`src/mpd_pkg.sv`:
```
// Constants and types for the memory PHY data and calibration port
// Notes on behaviour
// - Strobe window drives both strobe pins
// - Write valid per slot enables data, mask
// - Write data sent at double data rate
// - Mask input drives mask or inversion pin
// - Byte-write-select pins follow active-low mask
// - Data inversion pins follow inversion input
// - Read data meaningful only when valid
// - Read valid one bit per slot
// - Success flag after good calibration
// - Failure flag after failed calibration
// - Calibration request resets, release restarts sequencer
// - Per-group write latency reported, 0 to 63
// - Read latency reported, 0 to 63
// - Tracking suspends read valid for TRK_CYCLES cycles, strobe enable unchanged
// - Busy held while strobe tracking runs
// - Earliest slot in least significant position
package mpd_pkg;
	localparam int unsigned RATE = 2;
	localparam int unsigned DQ_PINS = 8;
	localparam int unsigned DQ_WIDTH = DQ_PINS * 2 * RATE;
	localparam int unsigned MASK_PINS = 1;
	localparam int unsigned MASK_BUS_WIDTH = MASK_PINS * 2 * RATE;
	localparam int unsigned WDQS_GROUPS = 1;
	localparam int unsigned LAT_WIDTH = 6;
	localparam int unsigned TRK_WIDTH = 4;
	localparam int unsigned CAL_CNT_WIDTH = 8;
	localparam logic [7:0] CAL_CYCLES = 8'h40;
	localparam logic [7:0] TRK_CYCLES = 8'h10;
	localparam logic [5:0] WLAT_RESET = 6'h00;
	localparam logic [5:0] RLAT_RESET = 6'h00;
	localparam logic [5:0] RLAT_DEFAULT = 6'h04;
	localparam logic [5:0] WLAT_DEFAULT = 6'h02;
	typedef enum logic [2:0]
	{
		MPD_IDLE = 3'b000,
		MPD_CAL = 3'b001,
		MPD_DONE = 3'b010,
		MPD_FAIL = 3'b011,
		MPD_TRACK = 3'b100
	} mpd_state_t;
endpackage : mpd_pkg

```
`src/mpd_port.sv`:
```
// Data, strobe, read-return and calibration side of the memory PHY port
`timescale 1ns/1ps
`default_nettype none
module mpd_port (
	// Clock and reset
	input wire logic clock_i,
	input wire logic rst_b_i,
	// Write side from controller, strobe window and write valid one bit per slot
	input wire logic [mpd_pkg::RATE-1:0] strobe_window_i,
	input wire logic [mpd_pkg::RATE-1:0] wdata_valid_i,
	input wire logic [mpd_pkg::DQ_WIDTH-1:0] wdata_i,
	input wire logic [mpd_pkg::MASK_BUS_WIDTH-1:0] write_mask_or_inversion_i,
	input wire logic [mpd_pkg::MASK_BUS_WIDTH-1:0] byte_mask_b_i,
	input wire logic [mpd_pkg::WDQS_GROUPS*2-1:0] dinv_i,
	// Read side
	input wire logic [mpd_pkg::RATE-1:0] rdata_en_full_i,
	output logic [mpd_pkg::DQ_WIDTH-1:0] rdata_o,
	output logic [mpd_pkg::RATE-1:0] rdata_valid_o,
	// Calibration status
	input wire logic cal_req_i,
	input wire logic cal_result_ok_i,
	output logic cal_success_o,
	output logic cal_fail_o,
	output logic [mpd_pkg::LAT_WIDTH-1:0] wlat_o,
	output logic [mpd_pkg::LAT_WIDTH-1:0] rlat_o,
	// Tracking handshakes
	input wire logic tracking_enable_i,
	input wire logic [mpd_pkg::TRK_WIDTH-1:0] ctl_refresh_done_i,
	input wire logic [mpd_pkg::TRK_WIDTH-1:0] ctl_long_idle_i,
	output logic [mpd_pkg::TRK_WIDTH-1:0] seq_busy_o,
	// Memory pins, slot-parallel, earliest slot low
	output logic [mpd_pkg::DQ_WIDTH-1:0] mem_dq_o,
	output logic [mpd_pkg::RATE-1:0] mem_dq_oe_o,
	input wire logic [mpd_pkg::DQ_WIDTH-1:0] mem_dq_i,
	output logic [mpd_pkg::MASK_BUS_WIDTH-1:0] memory_mask_pin_o,
	output logic [mpd_pkg::RATE-1:0] memory_mask_pin_oe_o,
	output logic [mpd_pkg::MASK_BUS_WIDTH-1:0] mem_bws_b_o,
	output logic [mpd_pkg::WDQS_GROUPS*2-1:0] mem_dinv_o,
	output logic [2*mpd_pkg::RATE-1:0] mem_dqs_o,
	output logic [2*mpd_pkg::RATE-1:0] mem_dqs_c_o,
	output logic [mpd_pkg::RATE-1:0] mem_dqs_oe_o
);
	localparam int unsigned R = mpd_pkg::RATE;

	mpd_pkg::mpd_state_t state_reg, state_next;
	logic [7:0] cnt_reg, cnt_next;
	logic ok_reg, ok_next;
	logic fail_reg, fail_next;
	logic [5:0] wlat_reg, wlat_next;
	logic [5:0] rlat_reg, rlat_next;
	logic [3:0] busy_reg, busy_next;
	logic [2*R-1:0] dqs_reg, dqs_next;
	logic [2*R-1:0] dqsc_reg, dqsc_next;
	logic [R-1:0] dqs_oe_reg, dqs_oe_next;
	logic [mpd_pkg::MASK_BUS_WIDTH-1:0] bws_reg, bws_next;
	logic [mpd_pkg::WDQS_GROUPS*2-1:0] dinv_reg, dinv_next;
	logic [mpd_pkg::DQ_WIDTH-1:0] rdata_reg, rdata_next;
	logic [R-1:0] rvalid_reg, rvalid_next;
	logic trk_req;

	// Each enabled slot toggles the strobe once per memory clock: high then low
	function automatic logic [2*R-1:0] strobe_wave(input logic [R-1:0] en,
		input logic inv);
		logic [2*R-1:0] w;
		w = '0;
		for (int i = 0; i < R; i++)
		begin
			w[2*i] = en[i] ^ inv;
			w[2*i+1] = ~en[i] ^ inv;
		end
		return w;
	endfunction : strobe_wave

	// Data and mask share one enable per slot
	mpd_lane #(.W(mpd_pkg::DQ_PINS)) u_dq (
		.clock_i(clock_i),
		.rst_b_i(rst_b_i),
		.word_i(wdata_i),
		.en_i(wdata_valid_i),
		.pin_o(mem_dq_o),
		.oe_o(mem_dq_oe_o)
	);

	mpd_lane #(.W(mpd_pkg::MASK_PINS)) u_dm (
		.clock_i(clock_i),
		.rst_b_i(rst_b_i),
		.word_i(write_mask_or_inversion_i),
		.en_i(wdata_valid_i),
		.pin_o(memory_mask_pin_o),
		.oe_o(memory_mask_pin_oe_o)
	);

	assign trk_req = (|ctl_refresh_done_i) | (|ctl_long_idle_i);

	// Datapath pins and read return
	always_comb
	begin
		dqs_oe_next = strobe_window_i;
		dqs_next = strobe_wave(strobe_window_i, 1'b0);
		dqsc_next = strobe_wave(strobe_window_i, 1'b1);
		bws_next = byte_mask_b_i;
		dinv_next = dinv_i;
		// Read data is captured every cycle; only valid slots carry meaning
		rdata_next = mem_dq_i;
		// A request drops valid in the same edge as the success flag
		rvalid_next = (state_reg == mpd_pkg::MPD_DONE && !cal_req_i)
			? rdata_en_full_i : '0;
	end

	// Sequencer: calibration, result, tracking
	always_comb
	begin
		state_next = state_reg;
		cnt_next = cnt_reg;
		ok_next = ok_reg;
		fail_next = fail_reg;
		wlat_next = wlat_reg;
		rlat_next = rlat_reg;
		busy_next = '0;
		if (cal_req_i)
		begin
			// Held request keeps everything at reset values
			state_next = mpd_pkg::MPD_IDLE;
			cnt_next = '0;
			ok_next = 1'b0;
			fail_next = 1'b0;
			wlat_next = mpd_pkg::WLAT_RESET;
			rlat_next = mpd_pkg::RLAT_RESET;
		end
		else
		begin
			case (state_reg)
				mpd_pkg::MPD_IDLE:
				begin
					state_next = mpd_pkg::MPD_CAL;
					cnt_next = '0;
				end
				mpd_pkg::MPD_CAL:
				begin
					cnt_next = cnt_reg + 8'h01;
					if (cnt_reg == mpd_pkg::CAL_CYCLES - 8'h01)
					begin
						// Latencies fixed on the same edge as the success or failure flag
						wlat_next = mpd_pkg::WLAT_DEFAULT;
						rlat_next = mpd_pkg::RLAT_DEFAULT;
						if (cal_result_ok_i)
						begin
							state_next = mpd_pkg::MPD_DONE;
							ok_next = 1'b1;
						end
						else
						begin
							state_next = mpd_pkg::MPD_FAIL;
							fail_next = 1'b1;
						end
					end
				end
				mpd_pkg::MPD_DONE:
				begin
					if (tracking_enable_i && trk_req)
					begin
						state_next = mpd_pkg::MPD_TRACK;
						cnt_next = '0;
						busy_next = '1;
					end
				end
				mpd_pkg::MPD_TRACK:
				begin
					cnt_next = cnt_reg + 8'h01;
					busy_next = '1;
					if (cnt_reg == mpd_pkg::TRK_CYCLES - 8'h01)
					begin
						state_next = mpd_pkg::MPD_DONE;
						busy_next = '0;
					end
				end
				mpd_pkg::MPD_FAIL:
					state_next = mpd_pkg::MPD_FAIL;
				default:
					state_next = mpd_pkg::MPD_IDLE;
			endcase
		end
	end

	always_ff @(posedge clock_i or negedge rst_b_i)
	begin
		if (!rst_b_i)
		begin
			state_reg <= mpd_pkg::MPD_IDLE;
			cnt_reg <= '0;
			ok_reg <= 1'b0;
			fail_reg <= 1'b0;
			wlat_reg <= mpd_pkg::WLAT_RESET;
			rlat_reg <= mpd_pkg::RLAT_RESET;
			busy_reg <= '0;
			dqs_reg <= '0;
			dqsc_reg <= '0;
			dqs_oe_reg <= '0;
			bws_reg <= '1;
			dinv_reg <= '0;
			rdata_reg <= '0;
			rvalid_reg <= '0;
		end
		else
		begin
			state_reg <= state_next;
			cnt_reg <= cnt_next;
			ok_reg <= ok_next;
			fail_reg <= fail_next;
			wlat_reg <= wlat_next;
			rlat_reg <= rlat_next;
			busy_reg <= busy_next;
			dqs_reg <= dqs_next;
			dqsc_reg <= dqsc_next;
			dqs_oe_reg <= dqs_oe_next;
			bws_reg <= bws_next;
			dinv_reg <= dinv_next;
			rdata_reg <= rdata_next;
			rvalid_reg <= rvalid_next;
		end
	end

	assign cal_success_o = ok_reg;
	assign cal_fail_o = fail_reg;
	assign wlat_o = wlat_reg;
	assign rlat_o = rlat_reg;
	assign seq_busy_o = busy_reg;
	assign mem_dqs_o = dqs_reg;
	assign mem_dqs_c_o = dqsc_reg;
	assign mem_dqs_oe_o = dqs_oe_reg;
	assign mem_bws_b_o = bws_reg;
	assign mem_dinv_o = dinv_reg;
	assign rdata_o = rdata_reg;
	assign rdata_valid_o = rvalid_reg;
endmodule : mpd_port
`default_nettype wire

```
`src/mpd_lane.sv`:
```
// One registered lane: slot-wide parallel word to pin level with enable
`timescale 1ns/1ps
`default_nettype none
module mpd_lane #(
	parameter int unsigned W = 8
) (
	// Clock and reset
	input wire logic clock_i,
	input wire logic rst_b_i,
	// Parallel side, earliest slot in low bits
	input wire logic [W*2*mpd_pkg::RATE-1:0] word_i,
	input wire logic [mpd_pkg::RATE-1:0] en_i,
	// Registered pin side
	output logic [W*2*mpd_pkg::RATE-1:0] pin_o,
	output logic [mpd_pkg::RATE-1:0] oe_o
);
	logic [W*2*mpd_pkg::RATE-1:0] pin_reg, pin_next;
	logic [mpd_pkg::RATE-1:0] oe_reg, oe_next;

	always_comb
	begin
		pin_next = word_i;
		oe_next = en_i;
	end

	always_ff @(posedge clock_i or negedge rst_b_i)
	begin
		if (!rst_b_i)
		begin
			pin_reg <= '0;
			oe_reg <= '0;
		end
		else
		begin
			pin_reg <= pin_next;
			oe_reg <= oe_next;
		end
	end

	assign pin_o = pin_reg;
	assign oe_o = oe_reg;
endmodule : mpd_lane
`default_nettype wire

```
`config.mk`:
```
export PLATFORM = sky130hd
export DESIGN_NAME = mpd_port
export DESIGN_NICKNAME = d
export VERILOG_FILES = /design/src/mpd_pkg.sv /design/src/mpd_port.sv /design/src/mpd_lane.sv
export SDC_FILE = /design/constraint.sdc
export NUM_CORES = 1
export LEC_CHECK = 0
export BUFFER_PORTS_ARGS = -buffer_cell sky130_fd_sc_hd__buf_2
export CAP_MARGIN = 40
export CORE_MARGIN = 10
export CORE_UTILIZATION = 38
export DETAILED_ROUTE_END_ITERATION = 16
export PLACE_DENSITY = 0.76
export SYNTH_ARGS = -nofsm -noshare
export SYNTH_HDL_FRONTEND = slang
export SYNTH_SLANG_ARGS = --single-unit
```
`constraint.sdc`:
```
create_clock -name clock_i -period 1.34 [get_ports clock_i]
set_input_delay 0.268 -clock clock_i [delete_from_list [all_inputs] [get_ports clock_i]]
set_output_delay 0.268 -clock clock_i [all_outputs]
set_load 0.02 [all_outputs]
```
# Word level (Yosys, flattened, before mapping)
# Cells that the tools add are included.
[totals]
regBits = 117
latch_bits = 0
mem_bits_rw = 0
rom_bits = 0
input_bits = 93
output_inout_bits = 108
wordCells = 75
n_memories = 0
[classes]
addsub = 1
multipliers = 0
div_mod_pow = 0
n_lt_le_gt_ge = 0
n_eq_ne = 10
n_shift = 0
muxes = 28
bitwise_logic = 3
n_reduce_logical = 16
[op_table]
columns = ["op", "count"]
rows = [
  ["$mux W6", 6],
  ["$pmux W8 S3", 1],
  ["$mux W8", 2],
  ["$pmux W3 S5", 1],
  ["$mux W3", 4],
  ["$mux W4", 3],
  ["$mux W1", 9],
  ["$reduce_and A3 Y1", 3],
  ["$add A8 B1 Y8 const B", 1],
  ["$eq A8 B4 Y1 const B", 1],
  ["$eq A8 B6 Y1 const B", 1],
  ["$pmux W4 S2", 1],
  ["$reduce_or A4 Y1", 2],
  ["$eq A3 B2 Y1 const B", 2],
  ["$ne A3 B3 Y1 const B", 2],
  ["$reduce_bool A2 Y1", 3],
  ["$reduce_and A2 Y1", 2],
  ["$reduce_bool A4 Y1", 1],
  ["$eq A3 B1 Y1 const B", 1],
  ["$eq A3 B3 Y1 const B", 1],
  ["$logic_not A3 Y1", 1],
  ["$ne A3 B2 Y1 const B", 1],
  ["$logic_and A1 B1 Y1", 2],
  ["$mux W2", 1],
  ["other kinds (5)", 6],
]

# Depth between registers and ports, before layout
[logic_depth]
depth_word = 6
mapped_depth = 6
ltp_nobuf = 5

# Modules after synthesis
# A second synthesis with hierarchy kept.
[unflattened]
cells_unflattened = 190
hier_area_um2 = 3105.5
[by_module_without_submodules]
columns = ["module", "n_inst", "cells_each", "area_per_inst_um2", "seq_area_each_um2"]
rows = [
  ["mpd_port", 1, 150, 2104.5, 1481.4],
  ["mpd_lane at u_dq", 1, 34, 850.8, 850.8],
  ["mpd_lane at u_dm", 1, 6, 150.1, 150.1],
]

# Least setup slack after synthesis
# Ideal clock, no wire load.
[synth_timing]
path_type = "flip-flop to flip-flop"
from = "register cnt_reg[0]"
to = "register state_reg[1]"
setup_ps = 95
t_arrival_ps = 1351
required_ps = 1245
setup_slack_ps = -106
stages_incl_launch_ff = 6
path_buffers = 0
synth_period_minus_slack_ps = 1446
path_cell_list = "dfrtp_1 > ha_1 > nand3_2 > nand4b_4 > o31a_1 > o31ai_1"
[synth_between]
elab_chain_cells = 3
elab_cells_between_ends = 5
cone_classes = "eq/ne: 4; reduce/logical: 1"
[synth_lines]
columns = ["item", "line_no", "rtl"]
rows = [
  ["start, declared", "mpd_port.sv:46", "logic [7:0] cnt_reg, cnt_next;"],
  ["start signal, assigned", "mpd_port.sv:207", "cnt_reg <= cnt_next;"],
  ["$eq A8 B4 Y1 / $eq A8 B6 Y1 (equally long branches)", "mpd_port.sv:171, mpd_port.sv:141", ""],
  ["$ne A3 B3 Y1 (no source line)", "n/a", ""],
  ["$reduce_and A3 Y1 (no source line) *", "n/a", ""],
  ["end signal, assigned", "mpd_port.sv:189", "state_reg <= mpd_pkg::MPD_IDLE;"],
  ["end signal, assigned", "mpd_port.sv:206", "state_reg <= state_next;"],
  ["end, declared", "mpd_port.sv:45", "mpd_pkg::mpd_state_t state_reg, state_next;"],
]
# Mark *: on every way between the ends. The rest lies on a longest branch, timed or not.
# A chain may end at the register's enable or synchronous reset.

# Worst setup path after layout
# Same ends and word-level chain as after synthesis.

==> results by group <==
Critical path
  • Slowest CP cell: dfrtp_1
  • Worst setup SP type: flop
  • Crit path largest cell delay: between 400 and 500 ps
  • Critical Path RT: about 1600 ps
  • Cell depth of the worst flop-to-flop path: 5
  • RR Endpoint: state_reg[1]$_DFFE_PN0P_
  • Worst flop-to-flop path startpoint: cnt_reg[0]$_DFFE_PN0P_
  • Crit path cell chain: ha_4 -> nand3_4 -> nand4b_4 -> o31a_1 -> o31ai_1
  • Reg-to-reg slack, setup: -3 ps
  • Critical path peak fanout: 4
  • Critical Path AT: 1610 ps
  • Critical Path End Type: flop
  • Worst Setup Path Type: flop to flop

Die
  • I/O pins: around 200
  • Die height: roughly 110 um
  • Die width: around 110 um
  • Die area: approximately 0.012 mm2
  • Initial core utilization: 0.387
  • FP Rows: 33
  • Core box area: between 0.008 and 0.009 mm2

Routing
  • Max Used Layer: met4
  • Met3 wire len: approximately 750 um
  • DRC Markers: 0
  • DRT Pass-1 Iters: 4
  • DR vias/cell: between 4 and 5
  • Wirelength per Cell: 17.4 um
  • Met1 WL: ~3.6 mm
  • Met2 Wirelength: approximately 5.5 mm
  • Iter 0 DRT Violations: between 100 and 150
  • Total length of routed wires: roughly 10 mm
  • Total vias in the final route: about 2500
  • DRT antenna net count: 0

Pwr
  • Power, Total: between 5 and 6 mW
  • Max VDD drop: 0.000497 V
  • Leak: about 2.6 nW
  • Pwr per Cell Area: about 1100 mW/mm2

Synth
  • Asr flop ratio synth: 1.00
  • Synth area leaders: dfrtp_1 74%, buf_4 5.3%, dfstp_2 3.4%, nor2_1 1.1%, buf_6 1.1%
  • Ys Warns: 0
  • Synth cell count leaders: 93 x dfrtp_1, 22 x buf_4, 9 x nor2_1
  • Flops & latches, synth: slightly below 100
  • Cells after Synth: 196
  • Synth cell types: 38
  • EDFF count, synth: 0
  • Leading area contributor after synthesis: dfrtp_1
  • Post-Syn Area: approximately 0.0031 mm2
  • Prevailing post-synth register cell: dfrtp_1
  • Post-synthesis sequential area ratio: 0.778
  • Post-synth top area share: 0.744
  • Syn Area/Cell: around 16 um2
  • Top-count cell post-synth: dfrtp_1

Final layout
  • Ant diodes: 0
  • Layout Area Growth over Synthesis: 64.0%
  • Nets@finish: 558
  • Share of layout cells above drive strength 1: 0.531
  • Register area: approximately 0.0024 mm2
  • Post-route insts no fill: between 500 and 600
  • Fillers: between 600 and 700
  • Multi-input gate area: 566 um2

Timing
  • Hold Fails Final Rpt: 0
  • Fmax: about 740 MHz
  • Finish-stage setup viols: 1
  • Period utilization: 1.00
  • Worst-case clock skew: just under 7 ps
  • Post-route setup slack: -3.47 ps
  • Crit path time final: between 1000 and 1500 ps
  • RSZ-0062 raised after global routing: true
  • Pins Over Slew Limit: 0

Worst hold path
  • Worst hold stages: 1
  • Worst hold path class: input port to flop
  • Hold endpoint: rdata_o[14]$_DFF_PN0_
  • Hold Crit Start: mem_dq_i[14]

Clocking
  • Clk buf depth: 2
  • CTS clk-pin slew, worst paths: roughly 100 ps
  • Sink Count: 97
  • TritonCTS Buffers: 9
  • CTS tree: done
  • H-tree depth: 3
  • CTS root buffer: clkbuf_8
  • Worst-Skew Late Latency: between 300 and 400 ps

Global route
  • Vias in the first global route: around 2800
  • Total track usage: 0.153
  • First-pass GRT wire length: roughly 15 mm
  • Largest net degree at the start of global routing: 36
  • GRT Residual Overflow: 0
  • Initial antenna violation count: 0

Status
  • Outcome: complete, but fails checks
  • Violated checks: negative setup slack

Place
  • Placer Congestion: around 0.80
  • Buffers on Ports: 190
  • Dpl hpwl: a little over 7 mm
  • # placed instances: 492

Run
  • Max-cap violations: 0
-- cells in the final DEF (no fill, tap or decap), types with 3 or more instances in the layout --
master / instances
nand2_1: 7
dfstp_2: 4
inv_1: 7
conb_1: 10
a21oi_1: 5
nor2_1: 8
buf_4: 19
clkbuf_8: 9
inv_6: 3
buf_6: 5
buf_2: 186
nand2b_1: 3
dfrtp_1: 93
a31oi_1: 4
dlygate4sd3_1: 63
-- cells by family after synthesis --
| kind of cell | synth area share |
|---|---|
| fa+ha+maj | 0.00400 |
| compound gates | 0.0496 |
| mux | 0.00320 |
| simple gates | 0.0824 |
| other cells | 0.00120 |
| flops | 0.778 |
| xor+xnor | 0.00560 |
| buf+inv | 0.0764 |
-- metal layers --
metal,global-route usage,vias to the layer above
met5,0,-
met4,0.0451,0
met3,0.0574,8
met2,0.278,124
met1,0.160,1230
li1,-,1155
-- report_power, final --
part / switching [mW] / leakage, nW / internal, mW / total [mW]
Sequential: 0.0557 / 1.16 / 3.07 / 3.12
Clock: 1.10 / 0.101 / 0.734 / 1.83
Combinational: 0.486 / 1.33 / 0.408 / 0.894
Total: 1.64 / 2.59 / 4.21 / 5.85
-- worst max-delay path, delay by kind of cell (launching register included) --
kind	cells	cell delay, ps
flops	1	410
simple gates	2	260
compound gates	2	420
fa+ha+maj	1	170
-- stage by stage --
stage	hold WS [ps]	worst slack (ps)	TNS [ps]	instance area, um2	util
2_1_floorplan	-27.6	-66.6	-76.8	3160	-
3_3_place_gp	204	-133	-1160	4180	0.517
3_5_place_dp	207	-220	-1680	4180	0.517
4_1_cts	0.143	-40.6	-40.6	4900	0.606
5_1_grt	0.313	-104	-264	5130	0.634
6_report	27.8	-3.47	-3.47	5130	0.634
-- worst max path at each step --
stage | from | end | slack [ps] | depth (start not counted)
floorplan | cnt_reg[0]$_DFFE_PN0P_ | state_reg[1]$_DFFE_PN0P_ | -70 | 5
global placement | ctl_long_idle_i[1] | cnt_reg[7]$_DFFE_PN0P_ | -130 | 5
detailed placement | ctl_long_idle_i[1] | cnt_reg[4]$_DFFE_PN0P_ | -220 | 5
CTS | cnt_reg[0]$_DFFE_PN0P_ | state_reg[1]$_DFFE_PN0P_ | -40 | 5
global route | cnt_reg[0]$_DFFE_PN0P_ | state_reg[1]$_DFFE_PN0P_ | -100 | 5
finish | cnt_reg[0]$_DFFE_PN0P_ | state_reg[1]$_DFFE_PN0P_ | -3 | 5
-- area by class of cell --
| type | instances | share of cell area |
|---|---|---|
| sequential | 97 | 0.474 |
| timing repair buffer | 274 | 0.347 |
| multi-input combinational | 75 | 0.110 |
| tap | 105 | 0.0256 |
| clock buffer | 9 | 0.0241 |
| clock inverter | 7 | 0.0137 |
| inverter | 7 | 0.00512 |
-- what timing repair did --
action / in CTS / in global routing
gates resized for setup: 4 / 19
hold buffers: 49 / 14
setup endpoints to repair: 8 / 17
gates cloned: 0 / 1
endpoints found under the hold margin: 69 / 14
buffers inserted: 2 / 0
pin swaps: 2 / 6
Note: power is estimated with default switching activity, not from simulation.
